**config.mk**
```make
export PLATFORM = sky130hd
export DESIGN_NAME = ibac_top
export DESIGN_NICKNAME = d
export VERILOG_FILES = /design/src/ibac_pkg.sv /design/src/ibac_top.sv
export SDC_FILE = /design/constraint.sdc
export NUM_CORES = 1
export LEC_CHECK = 0
export BUFFER_PORTS_ARGS = -buffer_cell sky130_fd_sc_hd__buf_2
export CORE_MARGIN = 3
export CORE_UTILIZATION = 55
export DETAILED_ROUTE_END_ITERATION = 8
export PLACE_DENSITY = 0.82
export SLEW_MARGIN = 20
export SYNTH_ARGS = -nofsm -noshare
export SYNTH_HDL_FRONTEND = slang
export SYNTH_SLANG_ARGS = --single-unit
```
**constraint.sdc**
```tcl
create_clock -name clk_sys -period 8.7 [get_ports clk_sys]
set_input_delay 1.74 -clock clk_sys [delete_from_list [all_inputs] [get_ports clk_sys]]
set_output_delay 1.74 -clock clk_sys [all_outputs]
set_load 0.02 [all_outputs]
```
**src/ibac_pkg.sv**
```systemverilog
// Package of constants and types for the instrument bus addressing controller
package ibac_pkg;

  // ----------------------------------------------------------------
  // Bus addresses and command codes
  // ----------------------------------------------------------------
  localparam logic [4:0] ADDR_MAX      = 5'h1e;  // Highest usable primary address
  localparam logic [2:0] GRP_LISTEN    = 3'h1;   // Listen address group, bits 7:5
  localparam logic [2:0] GRP_TALK      = 3'h2;   // Talk address group, bits 7:5
  localparam logic [7:0] CMD_UNLISTEN  = 8'h3f;
  localparam logic [7:0] CMD_UNTALK    = 8'h5f;

  // ----------------------------------------------------------------
  // Error codes and reset values
  // ----------------------------------------------------------------
  localparam logic [4:0] ERR_NONE       = 5'h00;
  localparam logic [4:0] ERR_NOT_TALKER = 5'h0f;  // 15
  localparam logic [4:0] ERR_NOT_LISTEN = 5'h10;  // 16
  localparam logic [4:0] ERR_BAD_ADDR   = 5'h11;  // Target outside 0..30
  localparam logic [4:0] MY_ADDR_RST    = 5'h00;

  // ----------------------------------------------------------------
  // Handshake timing
  // ----------------------------------------------------------------
  localparam int          SETTLE_NS     = 8;      // Data hold after DAV drops
  localparam int          CLK_NS        = 8;
  localparam logic [3:0]  SETTLE_CYC    = 4'((SETTLE_NS + CLK_NS - 1) / CLK_NS);

  // ----------------------------------------------------------------
  // Request kinds
  // ----------------------------------------------------------------
  localparam logic [1:0] REQ_OUT        = 2'h0;  // Addressed output to one target
  localparam logic [1:0] REQ_IN         = 2'h1;  // Addressed input from one target
  localparam logic [1:0] REQ_LISTEN_ADD = 2'h2;  // Add a listener only
  localparam logic [1:0] REQ_PASS       = 2'h3;  // Pass active control

  typedef enum logic [7:0] {
    ST_IDLE = 8'b0000_0001,
    ST_CMD  = 8'b0000_0010,
    ST_SRC  = 8'b0000_0100,
    ST_ACC  = 8'b0000_1000,
    ST_WAIT = 8'b0001_0000,
    ST_DONE = 8'b0010_0000,
    ST_ERR  = 8'b0100_0000,
    ST_PASS = 8'b1000_0000
  } ibac_state_type;

endpackage

```
**src/ibac_top.sv**
```systemverilog
// Addressing, controller role and byte handshake of an instrument bus port
//
// Operation
// - Primary addresses 0..30 only, 31 never selects
// - ATN held true throughout addressing commands
// - ATN true means command, false means data
// - Unlisten, one talker, listeners, then release ATN
// - Only addressed listeners take data bytes
// - Byte completes when every listener accepted
// - System controller becomes active controller after reset
// - System controller role from strap pin only
// - Control can be passed; strap role unchanged
// - Output: unlisten, own talk, target listen, data
// - Input: unlisten, target talk, own listen, data
// - Several listen addresses after one talk address
// - Non-controller or unaddressed request sends no addressing; a controller's pass still sends the target's talk address
// - Non-controller waits until addressed, then transfers
// - Controller unaddressed transfer keeps current configuration
// - Controller not addressed reports error 15/16
`timescale 1ns/1ns
module ibac_top (
  // Clock and reset
  input  wire logic                  clk_sys,
  input  wire logic                  rstn,
  // Straps
  input  wire logic                  sys_ctrl_strap,
  input  wire logic [4:0]            my_addr,
  // Request from host
  input  wire logic                  req_valid,
  output logic                       req_ready,
  input  wire logic [1:0]            req_kind,
  input  wire logic                  req_addressed,
  input  wire logic [4:0]            req_target,
  // Outgoing data stream
  input  wire logic                  tx_valid,
  output logic                       tx_ready,
  input  wire logic [7:0]            tx_data,
  input  wire logic                  tx_last,
  // Incoming data stream
  output logic                       rx_valid,
  input  wire logic                  rx_ready,
  output logic [7:0]                 rx_data,
  // Completion
  output logic                       done_pulse,
  output logic [4:0]                 err_code_ff,
  output logic                       active_ctrl,
  output logic                       talker,
  output logic                       listener,
  // Bus pins, open collector, low true, oe low while driving
  input  wire logic [7:0]            dio_i,
  output logic [7:0]                 dio_o,
  output logic [7:0]                 dio_oe_n,
  input  wire logic                  atn_i,
  output logic                       atn_o,
  output logic                       atn_oe_n,
  input  wire logic                  dav_i,
  output logic                       dav_o,
  output logic                       dav_oe_n,
  input  wire logic                  nrfd_i,
  output logic                       nrfd_o,
  output logic                       nrfd_oe_n,
  input  wire logic                  ndac_i,
  output logic                       ndac_o,
  output logic                       ndac_oe_n
);
  import ibac_pkg::*;

  // ----------------------------------------------------------------
  // State
  // ----------------------------------------------------------------
  ibac_state_type state_ff, nxt_state;
  logic       ac_ff, nxt_ac;
  logic       sc_ff;
  logic       strap_done_ff;
  logic       talk_ff, nxt_talk;
  logic       lstn_ff, nxt_lstn;
  logic [1:0] kind_ff;
  logic [4:0] tgt_ff;
  logic [1:0] step_ff, nxt_step;
  logic [7:0] byte_ff;
  logic       last_ff;
  logic       src_ph_ff;     // 0: waiting for ready, 1: DAV asserted
  logic [3:0] settle_ff;
  logic       acc_ph_ff;     // 1: byte latched, holding NRFD
  logic [4:0] nxt_err;
  logic       cmd_mode;
  // Two-entry receive buffer
  logic [7:0] buf_mem [2];
  logic       wr_ptr_ff, rd_ptr_ff;
  logic [1:0] cnt_ff;

  // ----------------------------------------------------------------
  // Bus decode (pins low true)
  // ----------------------------------------------------------------
  wire        atn_true   = ~atn_i;
  wire        dav_true   = ~dav_i;
  wire        nrfd_true  = ~nrfd_i;   // Wired-AND: any listener not ready
  wire        ndac_true  = ~ndac_i;   // Wired-AND: any listener not done
  wire [7:0]  bus_byte   = ~dio_i;
  wire [4:0]  bus_addr   = bus_byte[4:0];
  wire        to_me      = (bus_addr == my_addr) && (my_addr <= ADDR_MAX);
  wire        is_unl     = bus_byte == CMD_UNLISTEN;
  wire        is_unt     = bus_byte == CMD_UNTALK;
  wire        is_lad     = (bus_byte[7:5] == GRP_LISTEN) && !is_unl;
  wire        is_tad     = (bus_byte[7:5] == GRP_TALK) && !is_unt;
  wire        tgt_ok     = req_target <= ADDR_MAX;
  wire        buf_full   = cnt_ff == 2'h2;
  wire        need_talk  = (req_kind == REQ_OUT);
  wire        role_ok    = need_talk ? talk_ff : lstn_ff;
  wire        idle       = state_ff == ST_IDLE;
  wire        go         = idle && req_valid;
  // Commands and data bytes both end when the last acceptor lets NDAC go
  wire        src_done   = (cmd_mode || state_ff == ST_SRC) && src_ph_ff && !ndac_true;
  wire        cmd_last   = (kind_ff == REQ_LISTEN_ADD) ? 1'b1 : (step_ff == 2'h2);
  wire        accepting  = (state_ff == ST_ACC) || (state_ff == ST_IDLE && lstn_ff && !atn_true && !cmd_mode);
  wire        acc_ok     = accepting || atn_true;
  wire        take_byte  = dav_true && !acc_ph_ff && (atn_true || (lstn_ff && accepting && !buf_full));
  wire        acc_release = acc_ph_ff && !dav_true;

  // Addressing byte sequence, chosen by step
  logic [7:0] cmd_byte;
  always_comb begin
    cmd_byte = CMD_UNLISTEN;
    if (kind_ff == REQ_LISTEN_ADD) begin
      cmd_byte = {GRP_LISTEN, tgt_ff};
    end else if (step_ff == 2'h1) begin
      cmd_byte = (kind_ff == REQ_OUT) ? {GRP_TALK, my_addr} : {GRP_TALK, tgt_ff};
    end else if (step_ff == 2'h2) begin
      cmd_byte = (kind_ff == REQ_OUT) ? {GRP_LISTEN, tgt_ff} : {GRP_LISTEN, my_addr};
    end
  end

  // ----------------------------------------------------------------
  // Control flow
  // ----------------------------------------------------------------
  // Addressing only when active controller and a target was given
  always_comb begin
    nxt_state = state_ff;
    nxt_step  = step_ff;
    nxt_ac    = ac_ff;
    nxt_err   = err_code_ff;
    unique case (state_ff)
      ST_IDLE: if (req_valid) begin
        nxt_err = ERR_NONE;
        if (req_kind == REQ_PASS) begin
          nxt_state = ac_ff && tgt_ok ? ST_PASS : ST_ERR;
        end else if (req_addressed && ac_ff) begin
          nxt_step  = 2'h0;
          nxt_state = tgt_ok ? ST_CMD : ST_ERR;
          if (!tgt_ok) nxt_err = ERR_BAD_ADDR;
        end else if (req_kind == REQ_LISTEN_ADD) begin
          nxt_state = ST_ERR;
        end else if (!ac_ff) begin
          nxt_state = ST_WAIT;
        end else if (role_ok) begin
          nxt_state = need_talk ? ST_SRC : ST_ACC;
        end else begin
          nxt_state = ST_ERR;
          nxt_err   = need_talk ? ERR_NOT_TALKER : ERR_NOT_LISTEN;
        end
      end
      ST_CMD: if (src_done) begin
        nxt_step = step_ff + 2'h1;
        if (cmd_last) begin
          nxt_state = (kind_ff == REQ_LISTEN_ADD) ? ST_DONE :
                      (kind_ff == REQ_OUT) ? ST_SRC : ST_ACC;
        end
      end
      ST_SRC: if (src_done && last_ff) nxt_state = ST_DONE;
      ST_ACC: if (acc_release && last_ff) nxt_state = ST_DONE;
      ST_WAIT: if ((kind_ff == REQ_OUT) ? talk_ff : lstn_ff) begin
        nxt_state = (kind_ff == REQ_OUT) ? ST_SRC : ST_ACC;
      end
      ST_PASS: if (src_done) begin
        nxt_ac    = 1'b0;
        nxt_state = ST_DONE;
      end
      ST_DONE: nxt_state = ST_IDLE;
      ST_ERR:  nxt_state = ST_IDLE;
    endcase
  end

  // Own talker/listener state follows commands seen with ATN true
  always_comb begin
    nxt_talk = talk_ff;
    nxt_lstn = lstn_ff;
    if (dav_true && atn_true && !acc_ph_ff) begin
      if (is_unl) nxt_lstn = 1'b0;
      if (is_unt) nxt_talk = 1'b0;
      if (is_lad && to_me) nxt_lstn = 1'b1;
      if (is_tad) nxt_talk = to_me;
    end
  end

  // Strap sampled after release; a controller takes the active role
  // The strap copy never changes after that, whatever control passing does
  always_ff @(posedge clk_sys or negedge rstn) begin
    if (!rstn) begin
      strap_done_ff <= 1'b0;
      sc_ff         <= 1'b0;
    end else if (!strap_done_ff) begin
      strap_done_ff <= 1'b1;
      sc_ff         <= sys_ctrl_strap;
    end
  end

  always_ff @(posedge clk_sys or negedge rstn) begin
    if (!rstn) begin
      state_ff    <= ST_IDLE;
      step_ff     <= 2'h0;
      err_code_ff <= ERR_NONE;
      talk_ff     <= 1'b0;
      lstn_ff     <= 1'b0;
    end else begin
      state_ff    <= nxt_state;
      step_ff     <= nxt_step;
      err_code_ff <= nxt_err;
      talk_ff     <= nxt_talk;
      lstn_ff     <= nxt_lstn;
    end
  end

  // Active role: from strap once, then only passing clears it
  always_ff @(posedge clk_sys or negedge rstn) begin
    if (!rstn) begin
      ac_ff <= 1'b0;
    end else if (!strap_done_ff) begin
      ac_ff <= sys_ctrl_strap;
    end else begin
      ac_ff <= nxt_ac;
    end
  end

  // Request capture
  // Kind and target are kept, so the host may drop its request once taken
  always_ff @(posedge clk_sys or negedge rstn) begin
    if (!rstn) begin
      kind_ff <= REQ_OUT;
      tgt_ff  <= MY_ADDR_RST;
    end else if (go) begin
      kind_ff <= req_kind;
      tgt_ff  <= req_target;
    end
  end

  // ----------------------------------------------------------------
  // Source handshake: load byte with DAV, wait NDAC release, settle
  // ----------------------------------------------------------------
  // A new byte goes out only with NRFD released and NDAC held, so every
  // acceptor is present and ready; data with no listener addressed stall
  // here until one appears. Under ATN our own acceptor holds NDAC.
  // Data stay driven through the settle count after DAV drops while the state stays CMD, SRC or PASS.
  wire src_busy = (state_ff == ST_CMD) || (state_ff == ST_SRC) || (state_ff == ST_PASS);
  wire src_load = src_busy && !src_ph_ff && settle_ff == 4'h0 && !nrfd_true && ndac_true;
  wire data_in  = (state_ff == ST_SRC) && !src_ph_ff && settle_ff == 4'h0;
  assign cmd_mode = (state_ff == ST_CMD) || (state_ff == ST_PASS);

  always_ff @(posedge clk_sys or negedge rstn) begin
    if (!rstn) begin
      src_ph_ff <= 1'b0;
      settle_ff <= 4'h0;
      byte_ff   <= 8'h00;
      last_ff   <= 1'b0;
    end else if (src_done) begin
      src_ph_ff <= 1'b0;
      settle_ff <= SETTLE_CYC;
    end else if (settle_ff != 4'h0) begin
      settle_ff <= settle_ff - 4'h1;
    end else if (src_load && (cmd_mode || tx_valid)) begin
      src_ph_ff <= 1'b1;
      byte_ff   <= (state_ff == ST_PASS) ? {GRP_TALK, tgt_ff} : cmd_mode ? cmd_byte : tx_data;
      last_ff   <= cmd_mode ? 1'b0 : tx_last;
    end else if (state_ff == ST_ACC && acc_release) begin
      last_ff   <= 1'b0;
    end
  end
  assign tx_ready = src_load && data_in;

  // ----------------------------------------------------------------
  // Acceptor: NRFD until room, NDAC until byte latched (wired-AND)
  // ----------------------------------------------------------------
  // Every command sourced here under ATN is also taken here, which is
  // how the talker and listener flags follow our own addressing
  always_ff @(posedge clk_sys or negedge rstn) begin
    if (!rstn) begin
      acc_ph_ff <= 1'b0;
    end else if (take_byte) begin
      acc_ph_ff <= 1'b1;
    end else if (acc_release) begin
      acc_ph_ff <= 1'b0;
    end
  end

  // Receive buffer: a stalled reader holds NRFD so no byte is lost
  // Two entries let the acceptor take one more byte while the reader stalls
  wire push = take_byte && !atn_true && lstn_ff;
  wire pop  = rx_valid && rx_ready;
  always_ff @(posedge clk_sys or negedge rstn) begin
    if (!rstn) begin
      wr_ptr_ff <= 1'b0;
      rd_ptr_ff <= 1'b0;
      cnt_ff    <= 2'h0;
    end else begin
      if (push) wr_ptr_ff <= ~wr_ptr_ff;
      if (pop)  rd_ptr_ff <= ~rd_ptr_ff;
      cnt_ff <= cnt_ff + {1'b0, push} - {1'b0, pop};
    end
  end
  always_ff @(posedge clk_sys) begin
    if (push) buf_mem[wr_ptr_ff] <= bus_byte;
  end
  assign rx_valid = cnt_ff != 2'h0;
  assign rx_data  = buf_mem[rd_ptr_ff];

  // ----------------------------------------------------------------
  // Pin drive: oe low while pulling the line true (low)
  // ----------------------------------------------------------------
  wire drive_dio  = src_ph_ff || (src_busy && settle_ff != 4'h0);
  wire hold_nrfd  = (lstn_ff || atn_true) && (acc_ph_ff || buf_full || !acc_ok);
  wire hold_ndac  = (lstn_ff || atn_true) && !acc_ph_ff;
  assign dio_o     = 8'h00;
  assign dio_oe_n  = drive_dio ? ~byte_ff : 8'hff;
  assign atn_o     = 1'b0;
  assign atn_oe_n  = ~(ac_ff && cmd_mode);
  assign dav_o     = 1'b0;
  assign dav_oe_n  = ~src_ph_ff;
  assign nrfd_o    = 1'b0;
  assign nrfd_oe_n = ~hold_nrfd;
  assign ndac_o    = 1'b0;
  assign ndac_oe_n = ~hold_ndac;

  // Status
  // done_pulse marks good ends and refusals alike, one cycle each
  assign req_ready   = idle;
  assign done_pulse  = (state_ff == ST_DONE) || (state_ff == ST_ERR);
  assign active_ctrl = ac_ff;
  assign talker      = talk_ff;
  assign listener    = lstn_ff;

endmodule

```
-- Yosys cells after proc, flatten, opt, wreduce, memory -nomap -nowiden
Memories as Yosys holds them, arrays and structs flattened.
Index checks and enable logic that the tools add are counted.
- add/subtract/negate cells: 4
- order comparisons: 2
- eq/ne operators: 31
- multiplexer cells: 60
- bitwise operators: 13
- reductions and logical operators: 79
- operator list (cell ; count):
    2-to-1 mux 8 bit ; 15
    case mux 8 bit (7 select lines) ; 1
    2-to-1 mux 5 bit ; 10
    logical AND 1 bit ; 37
    2-to-1 mux 7 bit ; 5
    2-to-1 mux 1 bit ; 20
    inequality test 2 bit, second input constant ; 9
    == test 8 x 6 -> 1 bit, second input constant ; 2
    == test 8 x 7 -> 1 bit, second input constant ; 2
    2-to-1 mux 4 bit ; 4
    NOT 8 bit ; 2
    nonzero test 2 bit ; 8
    logical OR 1 bit ; 13
    NOT 1 bit ; 11
    == test 2 bit, second input constant ; 5
    <= comparator 5 bit, second input constant ; 2
    AND reduction 2 bit ; 5
    == test 8 x 1 -> 1 bit, second input constant ; 1
    == test 8 x 2 -> 1 bit, second input constant ; 1
    == test 8 x 3 -> 1 bit, second input constant ; 1
    == test 8 x 4 -> 1 bit, second input constant ; 1
    == test 8 x 5 -> 1 bit, second input constant ; 1
    == test 8 bit, second input constant ; 1
    2-to-1 mux 2 bit ; 4
    18 further kinds ; 28
- bits in registers: 45
- bits in writable memories: 16
- input bits: 40
- output and inout bits: 44
- word-level logic and storage cells: 207
- memories: 1
- memories (name ; depth ; bits a word ; rd ports ; clocked after memory_dff ; wr ports ; RTL line ; source):
    buf_mem ; 2 ; 8 ; 1 ; 0 ; 1 ; ibac_top.sv:88 ; logic [7:0] buf_mem [2];

-- Longest topological paths before layout
Gate-level depths: netlist of the first run.
- depth in word-level cells: 13
- depth in mapped cells: 12
- gate-level depth less buffers: 10

-- Worst setup path after synthesis of the first run
No wires, ideal clock.
- kind: in2out
- from: input port ndac_i
- to: output port tx_ready
- arrival time: 2217 ps
- data required time: 6960 ps
- setup slack: 4743 ps
- stages on the path: 3
- buffers on the path: 0
- path through: inv_1 > nand4_1 > nor2_1
- longest elaborated chain between the ends: 3
- RTL lines (item ; RTL line ; source):
    start, declared ; ibac_top.sv:62 ; input wire logic ndac_i,
    NOT 1 bit ; ibac_top.sv:98 ; wire ndac_true = ~ndac_i;
    logical AND 1 bit ; ibac_top.sv:254 ; wire src_load = src_busy && !src_ph_ff && settle_ff == 4'h0 && !nrfd_true && ndac_true;
    logical AND 1 bit ; ibac_top.sv:277 ; assign tx_ready = src_load && data_in;
    end, declared ; ibac_top.sv:36 ; output logic tx_ready,
Every way passes these cells.

-- Worst setup path after layout of the first run
- from: register state_ff[5]
- to: output port nrfd_oe_n
- longest elaborated chain between the ends: 10
- elaborated cells on any way between the ends: 15
- classes of those cells: eq/ne: 4; bitwise: 1; reduce/logical: 10
- RTL lines (item ; RTL line ; source):
    start, declared ; ibac_top.sv:71 ; ibac_state_type state_ff, nxt_state;
    start signal, assigned ; ibac_top.sv:215 ; state_ff <= nxt_state;
    == test 8 x 1 -> 1 bit, or another cell as far along ; ibac_top.sv:115 ; wire accepting = (state_ff == ST_ACC) || (state_ff == ST_IDLE && lstn_ff && !atn_true && !cmd_mode);
    logical AND 1 bit / logical OR 1 bit (equally long branches) ; ibac_top.sv:115, ibac_top.sv:256 ;
    logical AND 1 bit / logical NOT 1 bit (equally long branches) ; ibac_top.sv:115 ;
    logical AND 1 bit ; ibac_top.sv:115 ;
    logical OR 1 bit * ; ibac_top.sv:115 ;
    logical OR 1 bit * ; ibac_top.sv:116 ; wire acc_ok = accepting || atn_true;
    logical NOT 1 bit * ; ibac_top.sv:319 ; wire hold_nrfd = (lstn_ff || atn_true) && (acc_ph_ff || buf_full || !acc_ok);
    logical OR 1 bit * ; ibac_top.sv:319 ;
    logical AND 1 bit * ; ibac_top.sv:319 ;
    NOT 1 bit * ; ibac_top.sv:328 ; assign nrfd_oe_n = ~hold_nrfd;
    end, declared ; ibac_top.sv:61 ; output logic nrfd_oe_n,
Every way passes the cells marked *; elsewhere a longest branch is shown, timed or not.

==> out/qor_table.md, run 1 <==
| Item | This run |
|:---|:---|
| Final instance area | 0.004051 mm^2 |
| Final-layout worst hold slack | 473.1 ps |
| Total half-perimeter wirelength after legalization and detailed placement | 6200 um |
| Effective utilization at floorplan | 58.17% |
| PortBufs | 71 |
| H-tree levels | 3 |
| Total setup violations reported at the end of the flow | 0 |
| Final antenna-violating net count | 0 |
| Setup slack of the critical path after layout | 4319 ps |
| Residual DRC count | 0 |
| Setup TNS | 0 ps |
| Synth Cell Area | 0.003546 mm^2 |
| Met3 layer usage reported by global route | 3.232% |
| Vias in the first global route | 2746 |
| RSZ-0062 raised after global routing | false |
| Die Y | 86.30 um |
| Ys flop type | sky130_fd_sc_hd__dfrtp_1 |
| Iteration-0 DRC count of the detailed router | 219 |
| Post-route minimum period | 4381 ps |
| Overall die area | 0.007447 mm^2 |
| Antenna violations before repair | 0 |
| Met2 usage | 36.79% |
| Post-synthesis async set-or-reset flop share | 72.88% |
| Start-to-end type of the worst setup path | reg2out |
| Arrival @ worst endpoint | 2640 ps |
| Maximum buffer depth of the clock tree | 2 |
| Crit path launch type | flip-flop |
| FP Rows | 28 |
| Worst skew pair latency | 350 ps |
| Layout cell share with drive strength beyond 1 | 27.63% |
| Clk root buf | sky130_fd_sc_hd__clkbuf_8 |
| Total track usage | 22.68% |
| Worst vdd ir | 153.9 uV |
| Average instance area after synthesis | 9.584 um^2 |
| Area used by multi-input combinational logic | 0.001734 mm^2 |
| Quantity of gates resized following cts | 0 |
| Total cell area at the placement stage | 0.003850 mm^2 |
| Non-Filler Instances | 513 |
| Die width | 86.30 um |
| Vias/cell | 5.807 |
| Placer's final routability congestion estimate | 0.9312 |
| Final count of pins violating max slew | 0 |
| WL final | 8245 um |
| Worst clock skew | 11.01 ps |
| Critical Path Sink Type | output port |
| Number of different library cells in the post-synthesis netlist | 60 |
| Hold-fix buffers at CTS | 0 |
| TritonCTS Buffers | 9 |
| Number of cells produced by synthesis | 370 |
| Register area share after synthesis | 43.93% |
| Sink Count | 59 |
| Maximum number of pins on one net before global-route repair | 44 |
| Core Box Area | 0.006096 mm^2 |
| Iteration count of the initial detailed-routing pass | 5 |
| First-pass GRT wire length | 13200 um |
| Worst-Margin Slew | 934.5 ps |
| Cell count of the worst reg-to-reg path | 10 |
| Total gr overflow | 0 |
| Max_cap viols | 0 |
| Met1 Track Usage GR | 30.39% |
| Flip-flop and latch count after synthesis | 59 |
| Remaining max-slew budget at the tightest pin | 37.70% |
| Leakage power summed over all cells | 1.805 nW |
| Fill cell instance count of the final layout | 488 |
| Total setup buffers inserted after CTS | 0 |
| Min-delay worst type | reg2reg |
| IO Count | 84 |
| Wirelength per Cell | 16.07 um |
| Final-report hold violation count | 0 |
| Worst slack at placement | 4582 ps |
| Area growth, synth to finish | 14.26% |
| Highest net fanout along the worst path | 7 |
| Instance count along the most critical hold path | 1 |
| Number of instances in the placed design | 497 |
| Final net count | 479 |
| Number of synthesized flops with an enable pin | 16 |
| Power density relative to cell area | 299.1 mW/mm^2 |
| Outcome | finished, final reports clean |
| Clock Pin Slew Worst Setup and Hold Paths | 70 ps |
| TritonCTS clock tree | done |
| Peak Freq | 228.3 MHz |
| Total number of vias | 2979 |
| Count of synthesis-stage warnings from yosys | 0 |
| Worst path required time | 6960 ps |
| N_diodes | 0 |
| Post-route fraction of the period consumed by the critical path | 50.36% |
| Storage cell area | 0.001558 mm^2 |
| Most Crowded Layer GR | met2 |
-- per-layer routing --
metal / wire length (um) / vias to the layer above / part of all wire, %
met2: 4014 / 135 / 49
met5: 0 / - / 0
li1: - / 1411 / -
met1: 3527 / 1417 / 43
met4: 158 / 0 / 1.9
met3: 545 / 16 / 6.6
-- layout by cell type (no fill, tap or decap), types with 3 or more instances in the layout --
cell type                   n
sky130_fd_sc_hd__dfrtp_1   42
sky130_fd_sc_hd__clkinv_4   3
sky130_fd_sc_hd__o22ai_1    4
sky130_fd_sc_hd__nor2_1    19
sky130_fd_sc_hd__conb_1    13
sky130_fd_sc_hd__edfxtp_1  16
sky130_fd_sc_hd__buf_2     71
sky130_fd_sc_hd__nand4_1    7
sky130_fd_sc_hd__o21ai_0   17
sky130_fd_sc_hd__xnor2_1    6
sky130_fd_sc_hd__or2_2      3
sky130_fd_sc_hd__inv_1     25
sky130_fd_sc_hd__clkbuf_8   9
sky130_fd_sc_hd__nand3_1   10
sky130_fd_sc_hd__mux2_2    15
sky130_fd_sc_hd__mux2i_1    3
sky130_fd_sc_hd__nand2b_1  12
sky130_fd_sc_hd__nor2b_1    4
sky130_fd_sc_hd__nand2_1   43
sky130_fd_sc_hd__mux2_4     3
sky130_fd_sc_hd__o31ai_1    4
sky130_fd_sc_hd__ha_1       6
sky130_fd_sc_hd__a21oi_1   13
sky130_fd_sc_hd__and3_1     3
sky130_fd_sc_hd__nor3_1     9
sky130_fd_sc_hd__and2_1     3
sky130_fd_sc_hd__nor3b_1    3
sky130_fd_sc_hd__or4_1      3
sky130_fd_sc_hd__xor2_1     8
sky130_fd_sc_hd__nor4_1     6
sky130_fd_sc_hd__or3_1      4
sky130_fd_sc_hd__o21ai_1    6
sky130_fd_sc_hd__a31oi_1    5
-- synth_stat cells (5+ instances only) --
cell | count | area share (%)
sky130_fd_sc_hd__o21ai_1 | 6 | 0.85
sky130_fd_sc_hd__nand4_1 | 7 | 1.2
sky130_fd_sc_hd__nand2b_1 | 12 | 2.1
sky130_fd_sc_hd__mux2_2 | 15 | 4.8
sky130_fd_sc_hd__dfrtp_1 | 42 | 30
sky130_fd_sc_hd__edfxtp_1 | 16 | 14
sky130_fd_sc_hd__xor2_1 | 8 | 2.0
sky130_fd_sc_hd__inv_1 | 25 | 2.6
sky130_fd_sc_hd__ha_1 | 6 | 2.1
sky130_fd_sc_hd__nand3_1 | 10 | 1.4
sky130_fd_sc_hd__nor3_1 | 9 | 1.3
sky130_fd_sc_hd__buf_2 | 5 | 0.71
sky130_fd_sc_hd__nand2_1 | 43 | 4.6
sky130_fd_sc_hd__buf_4 | 14 | 3.0
sky130_fd_sc_hd__a31oi_1 | 5 | 0.88
sky130_fd_sc_hd__a21oi_1 | 13 | 1.8
sky130_fd_sc_hd__xnor2_1 | 6 | 1.5
sky130_fd_sc_hd__nor4_1 | 6 | 1.1
sky130_fd_sc_hd__clkbuf_1 | 10 | 1.1
sky130_fd_sc_hd__nor2_1 | 19 | 2.0
sky130_fd_sc_hd__o21ai_0 | 17 | 2.4
-- worst max-delay path, stage by stage (launching register included) --
cell	delay, ps
sky130_fd_sc_hd__dfrtp_1	460
sky130_fd_sc_hd__or4_1	720
sky130_fd_sc_hd__nor4b_2	400
sky130_fd_sc_hd__nor2_1	160
sky130_fd_sc_hd__a221o_1	340
sky130_fd_sc_hd__nand2_1	60
sky130_fd_sc_hd__buf_2	150
-- state kept, by name (all words and copies together), names as in the netlist, 2 cells and up --
register     cells
buf_mem         16
cnt_ff           2
kind_ff          2
state_ff         8
byte_ff          8
err_code_ff      3
settle_ff        4
step_ff          2
tgt_ff           5
-- kinds of logic (layout without fill, tap and decap cells) --
kind of cell             count (synthesis)  after routing  synth area share, %
adder cells (fa/ha/maj)                  6              6                2.117
flip-flops                              59             59                43.93
XOR/XNOR                                14             14                3.458
multiplexers                            21             21                6.881
buffers and inverters                   57            114                8.327
AO/OA/AOI/OAI                           71             71                13.66
AND/OR/NAND/NOR                        140            140                21.42
other                                    2             13               0.2118
-- worst paths after layout --
check,from,endpoint,slack [ps]
min in group asynchronous,rstn,byte_ff[0],1530
max,state_ff[5],nrfd_oe_n,4320
max in group asynchronous,rstn,err_code_ff[0],6590
min reg2reg,strap_done_ff,active_ctrl,470
min,strap_done_ff,active_ctrl,470
max reg2reg,state_ff[5],cnt_ff[1],5730
-- power by group --
group / switching, mW / total, mW / internal, mW / leakage (nW)
logic: 0.294 / 0.512 / 0.218 / 1.01
registers: 0.0905 / 0.446 / 0.356 / 0.700
clock network: 0.119 / 0.253 / 0.134 / 0.0998
total: 0.504 / 1.21 / 0.708 / 1.81
-- metrics by stage --
step | utilization [%] | total power, mW
finish | 66.46 | 1.212
global route | 66.46 | 1.293
CTS | 66.46 | 1.212
detailed placement | 63.16 | 0.9575
global placement | 63.16 | 0.9378
floorplan | - | 0.8414
-- area by class of cell --
type	instances	share of cell area, %
inverters	25	2.316
well taps	75	2.316
clock buffers	9	3.057
multi-input cells	265	42.80
clock inverters	7	1.915
flip-flops and latches	59	38.45
repair buffers	73	9.141
Note: power is estimated with default switching activity, not from simulation.
==> run 2, diff against run 1 <==
--- a/config.mk
+++ b/config.mk
@@ -7,9 +7,9 @@
 export LEC_CHECK = 0
 export BUFFER_PORTS_ARGS = -buffer_cell sky130_fd_sc_hd__buf_2
 export CORE_MARGIN = 3
-export CORE_UTILIZATION = 55
+export CORE_UTILIZATION = 54
 export DETAILED_ROUTE_END_ITERATION = 8
-export PLACE_DENSITY = 0.82
+export PLACE_DENSITY = 0.8
 export SLEW_MARGIN = 20
 export SYNTH_ARGS = -nofsm -noshare
 export SYNTH_HDL_FRONTEND = slang
==> constraint.sdc (replaced) <==
create_clock -name clk_sys -period 4.3 [get_ports clk_sys]
set_input_delay 0.86 -clock clk_sys [delete_from_list [all_inputs] [get_ports clk_sys]]
set_output_delay 0.86 -clock clk_sys [all_outputs]
set_load 0.02 [all_outputs]
==> out/qor_table.md, run 2 (synthesis gave the netlist of run 1 again) <==
| Item | This run |
|:---|:---|
| Worst skew pair latency | 340 ps |
| RSZ-0062 raised after global routing | false |
| Highest net fanout along the worst path | 10 |
| Setup TNS | 0 ps |
| Critical Path Sink Type | output port |
| Worst path required time | 3440 ps |
| Remaining max-slew budget at the tightest pin | 36.02% |
| Most common cell after layout, fill and taps aside | sky130_fd_sc_hd__buf_2 |
| Power density relative to cell area | 614.5 mW/mm^2 |
| First-pass GRT wire length | 13180 um |
| Total number of vias | 2961 |
| Total track usage | 22.37% |
| TritonCTS Buffers | 9 |
| Number of instances in the placed design | 498 |
| Cell-internal power | 1.496 mW |
| Iteration count of the initial detailed-routing pass | 5 |
| Post-route minimum period | 3509 ps |
| Vias in the first global route | 2700 |
| Biggest regs | buf_mem (16), byte_ff (8), state_ff (8) |
| Max reg flops | 16 |
| Total gr overflow | 0 |
| Cell with the largest stage delay on the worst path | sky130_fd_sc_hd__or4_4 |
| Final Core Density | 66.57% |
| Effective utilization at floorplan | 57.84% |
| Switching fraction of total power | 40.34% |
| Total half-perimeter wirelength after legalization and detailed placement | 6049 um |
| Vias/cell | 5.761 |
| Share of power burned in the clock network | 22.6% |
| WL final | 8140 um |
| Maximum number of pins on one net before global-route repair | 44 |
| N_diodes | 0 |
| Hold-fix buffers at CTS | 0 |
| Register with the most flip-flops | buf_mem |
| IO Count | 84 |
| TritonCTS clock tree | done |
| Final antenna-violating net count | 0 |
| Fill cell instance count of the final layout | 487 |
| Power share of the sequential group | 35.8% |
| Layout cell share with drive strength beyond 1 | 27.79% |
| Most frequent cells in the layout | 71 x sky130_fd_sc_hd__buf_2, 43 x sky130_fd_sc_hd__nand2_1, 42 x sky130_fd_sc_hd__dfrtp_1 |
| Met3 wire len | 584 um |
| Total setup violations reported at the end of the flow | 0 |
| Met2 wire length | 3643 um |
| Iteration-0 DRC count of the detailed router | 201 |
| Final instance area | 0.004081 mm^2 |
| Total cell area at the placement stage | 0.003857 mm^2 |
| Maximum buffer depth of the clock tree | 2 |
| Max_cap viols | 0 |
| Highest signal layer in the routed design | met4 |
| Quantity of gates resized following cts | 0 |
| Highest cell delay on the worst timing path | 600 ps |
| Worst-Margin Slew | 959.7 ps |
| Overall die area | 0.007575 mm^2 |
| FP Rows | 28 |
| Area growth, synth to finish | 15.10% |
| H-tree levels | 3 |
| Final-report hold violation count | 0 |
| Cell Chain, Critical Path | or4_4 -> nor3_1 -> o21bai_1 -> o21ai_1 -> nand2_1 -> buf_2 |
| PortBufs | 71 |
| Total setup buffers inserted after CTS | 0 |
| NetSw | 1.012 mW |
| Clock Pin Slew Worst Setup and Hold Paths | 70 ps |
| Post-route fraction of the period consumed by the critical path | 81.60% |
| Overall power of the completed layout | 2.508 mW |
| Placer's final routability congestion estimate | 0.8968 |
| Worst vdd ir | 411.1 uV |
| Crit path launch type | flip-flop |
| Die width | 87.04 um |
| Worst clock skew | 12.36 ps |
| Antenna violations before repair | 0 |
| Wirelength per Cell | 15.84 um |
| Residual DRC count | 0 |
| Non-Filler Instances | 514 |
| Arrival @ worst endpoint | 2650 ps |
| Final net count | 480 |
| Final count of pins violating max slew | 0 |
| Min-delay worst type | reg2reg |
| Clk root buf | sky130_fd_sc_hd__clkbuf_8 |
| Peak Freq | 285.0 MHz |
| WL met1 | 3683 um |
| Leakage power summed over all cells | 1.824 nW |
| Core Box Area | 0.006131 mm^2 |
| Fraction of power consumed by combinational cells | 41.6% |
| Die Y | 87.04 um |
| Outcome | finished, final reports clean |
| Sink Count | 59 |
| Start-to-end type of the worst setup path | reg2out |
-- run 2: cell types whose count changed in the layout (fill, tap and decap cells not counted) --
| cell | before | now |
|---|---|---|
| sky130_fd_sc_hd__clkinvlp_4 | 1 | 0 |
| sky130_fd_sc_hd__bufinv_16 | 1 | 2 |
| sky130_fd_sc_hd__buf_4 | 2 | 3 |
-- run 2: routing by layer --
metal,vias up,track usage [%]
met1,1383,32.28
met3,23,4.068
met5,-,0
met2,129,32.51
li1,1426,-
met4,0,10.48
-- run 2: critical path, delay by kind of cell (launching register included) --
kind / cells / cell delay (ps)
buf+inv: 1 / 190
compound gates: 2 / 710
flops: 1 / 490
simple gates: 3 / 920
-- run 2: power by group through the flow --
stage               combinational, mW  sequential (mW)  clock [mW]
floorplan                       0.877            0.825           0
global placement                 1.01            0.897           0
detailed placement               1.03            0.903           0
CTS                              1.04            0.892       0.579
global route                     1.15            0.920       0.606
finish                           1.04            0.897       0.567
-- run 2: path summary, 6_finish.rpt --
check	from	end	slack [ps]	cells past startpoint
setup / recovery	state_ff[2]	dio_oe_n[2]	790	6
hold / removal	strap_done_ff	active_ctrl	470	1
setup reg to reg	state_ff[4]	cnt_ff[1]	1360	10
hold reg to reg	strap_done_ff	active_ctrl	470	1
max in group asynchronous	rstn	state_ff[1]	3030	1
min in group asynchronous	rstn	settle_ff[2]	670	1
-- run 2: layout make-up --
| class | count | area [um^2] | share of cell area (%) |
|---|---|---|---|
| Tap cell | 75 | 93.84 | 2.299 |
| Timing Repair Buffer | 74 | 377.9 | 9.258 |
| Sequential cell | 59 | 1558 | 38.17 |
| Inverter | 25 | 93.84 | 2.299 |
| Multi-Input combinational cell | 265 | 1734 | 42.49 |
| Clock buffer | 9 | 123.9 | 3.035 |
| Clock inverter | 7 | 100.1 | 2.452 |
-- run 2: stage by stage --
step / setup WS, ps / hold WS [ps]
finish: 791.4 / 466.6
global route: 601.0 / 515.1
CTS: 731.9 / 468.2
detailed placement: 1099 / 456.4
global placement: 1216 / 443.7
floorplan: 1248 / 435.3
==> run 3, diff against run 2 <==
==> constraint.sdc (replaced) <==
create_clock -name clk_sys -period 3.4 [get_ports clk_sys]
set_input_delay 0.68 -clock clk_sys [delete_from_list [all_inputs] [get_ports clk_sys]]
set_output_delay 0.68 -clock clk_sys [all_outputs]
set_load 0.02 [all_outputs]
==> out/qor_table.md, run 3 (synthesis gave the netlist of run 1 again) <==
| Item | This run |
|:---|:---|
| Launch point of the worst reg-to-reg path | state_ff[4] |
| First-pass GRT wire length | 13420 um |
| Worst vdd ir | 406.7 uV |
| Highest net fanout along the worst path | 9 |
| Wirelength per Cell | 16.27 um |
| Switching fraction of total power | 40.32% |
| Total track usage | 22.79% |
| IO Count | 84 |
| Iteration-0 DRC count of the detailed router | 207 |
| Beginning of the critical path | state_ff[4] |
| Reg-to-reg setup timing slack | 500 ps |
| Layout cell share with drive strength beyond 1 | 27.95% |
| Overall power of the completed layout | 3.191 mW |
| Final antenna-violating net count | 0 |
| TritonCTS clock tree | done |
| Total setup violations reported at the end of the flow | 0 |
| Destination of the worst register-to-register timing path | cnt_ff[1] |
| Overall die area | 0.007575 mm^2 |
| Start-to-end type of the worst setup path | reg2out |
| Vias/cell | 5.715 |
| Core Box Area | 0.006131 mm^2 |
| Crit path launch type | flip-flop |
| Worst setup path endpoint | nrfd_oe_n |
| Cell-internal power | 1.904 mW |
| Fraction of power consumed by combinational cells | 41.6% |
| Final net count | 481 |
| Final-report hold violation count | 0 |
| Worst clock skew | 13.12 ps |
| Most frequent cells in the layout | 71 x sky130_fd_sc_hd__buf_2, 43 x sky130_fd_sc_hd__nand2_1, 42 x sky130_fd_sc_hd__dfrtp_1 |
| Worst path required time | 2720 ps |
| Total half-perimeter wirelength after legalization and detailed placement | 6124 um |
| Area used by multi-input combinational logic | 0.001734 mm^2 |
| Power density relative to cell area | 780.3 mW/mm^2 |
| Residual DRC count | 0 |
| Clk root buf | sky130_fd_sc_hd__clkbuf_8 |
| Total number of vias | 2943 |
| Register with the most flip-flops | buf_mem |
| Arrival @ worst endpoint | 2570 ps |
| WL final | 8377 um |
| Final instance area | 0.004089 mm^2 |
| Outcome | finished, final reports clean |
| FP Rows | 28 |
| Antenna violations before repair | 0 |
| Final count of pins violating max slew | 0 |
| Total setup buffers inserted after CTS | 0 |
| TritonCTS Buffers | 9 |
| Die width | 87.04 um |
| Clock Pin Slew Worst Setup and Hold Paths | 70 ps |
| Maximum buffer depth of the clock tree | 2 |
| Effective utilization at floorplan | 57.84% |
| Iteration count of the initial detailed-routing pass | 5 |
| Vias in the first global route | 2745 |
| Peak Freq | 307.3 MHz |
| N_diodes | 0 |
| Total gr overflow | 0 |
| Critical Path Sink Type | output port |
| Maximum number of pins on one net before global-route repair | 44 |
| Fill cell instance count of the final layout | 511 |
| Quantity of gates resized following cts | 0 |
| Area growth, synth to finish | 15.31% |
| Cell count of the worst reg-to-reg path | 10 |
| Setup TNS | 0 ps |
| Biggest regs | buf_mem (16), byte_ff (8), state_ff (8) |
| Max_cap viols | 0 |
| Max reg flops | 16 |
| NetSw | 1.286 mW |
| Min-delay worst type | reg2reg |
| Share of power burned in the clock network | 22.7% |
| Final-layout worst hold slack | 463.0 ps |
| Die Y | 87.04 um |
| Final Core Density | 66.69% |
| Storage cell area | 0.001558 mm^2 |
| Hold-fix buffers at CTS | 0 |
| Total cell area at the placement stage | 0.003865 mm^2 |
| Worst-Margin Slew | 981.4 ps |
| RSZ-0062 raised after global routing | false |
| Sink Count | 59 |
| Remaining max-slew budget at the tightest pin | 34.57% |
| Placer's final routability congestion estimate | 0.9224 |
| Most common cell after layout, fill and taps aside | sky130_fd_sc_hd__buf_2 |
| Leakage power summed over all cells | 1.830 nW |
| Power share of the sequential group | 35.7% |
| Post-route minimum period | 3254 ps |
| H-tree levels | 3 |
| PortBufs | 71 |
| Worst skew pair latency | 340 ps |
| Post-route fraction of the period consumed by the critical path | 95.70% |
[run 3: changes by cell type in the layout (fill, tap and decap cells not counted)]
cell	delta
sky130_fd_sc_hd__buf_4	+1
sky130_fd_sc_hd__inv_6	+1
sky130_fd_sc_hd__clkinv_4	-1
[run 3: power by group through the flow]
| stage | Sequential (mW) | Clock (mW) | Combinational, mW |
|---|---|---|---|
| after floorplan | 1.04 | 0 | 1.11 |
| after global placement | 1.13 | 0 | 1.29 |
| after detailed placement | 1.14 | 0 | 1.31 |
| after CTS | 1.13 | 0.734 | 1.32 |
| after global routing | 1.17 | 0.771 | 1.46 |
| final | 1.14 | 0.724 | 1.33 |
[run 3: routing by layer]
metal	global-route usage, %	vias to the layer above	wire length [um]
li1	-	1420	-
met1	31.99	1374	3696
met2	34.58	132	3894
met3	5.393	17	643
met4	7.932	0	143
met5	0	-	0
[run 3: layout make-up]
cell class                      instances  area share, %
Clock inverter                          7          2.448
Clock buffer                            9          3.029
Multi-Input combinational cell        265          42.41
Inverter                               25          2.295
Tap cell                               75          2.295
Sequential cell                        59          38.10
Timing Repair Buffer                   75          9.425
[run 3: worst max-delay path, cell delays in order (launching register included)]
cell and delay [ps]:
sky130_fd_sc_hd__dfrtp_1 470, sky130_fd_sc_hd__or4_1 710, sky130_fd_sc_hd__nor4b_2 370, sky130_fd_sc_hd__nor2_1 140
sky130_fd_sc_hd__a221o_1 330, sky130_fd_sc_hd__nand2_1 60, sky130_fd_sc_hd__buf_2 150
[run 3: how the worst min path moves through the flow]
stage,end,slack (ps),from,cells after the start
3_5_place_dp,active_ctrl,460,strap_done_ff,1
2_1_floorplan,acc_ph_ff,380,rstn,0
4_1_cts,active_ctrl,470,strap_done_ff,1
5_1_grt,err_code_ff[4],520,err_code_ff[4],2
3_3_place_gp,active_ctrl,440,strap_done_ff,1
6_report,active_ctrl,460,strap_done_ff,1
[run 3: stage by stage]
step / cells / setup slack, ps
finish: 515 / 146.3
global route: 515 / 39.82
CTS: 515 / 165.8
detailed placement: 499 / 534.4
global placement: 499 / 571.3
floorplan: 381 / 367.4
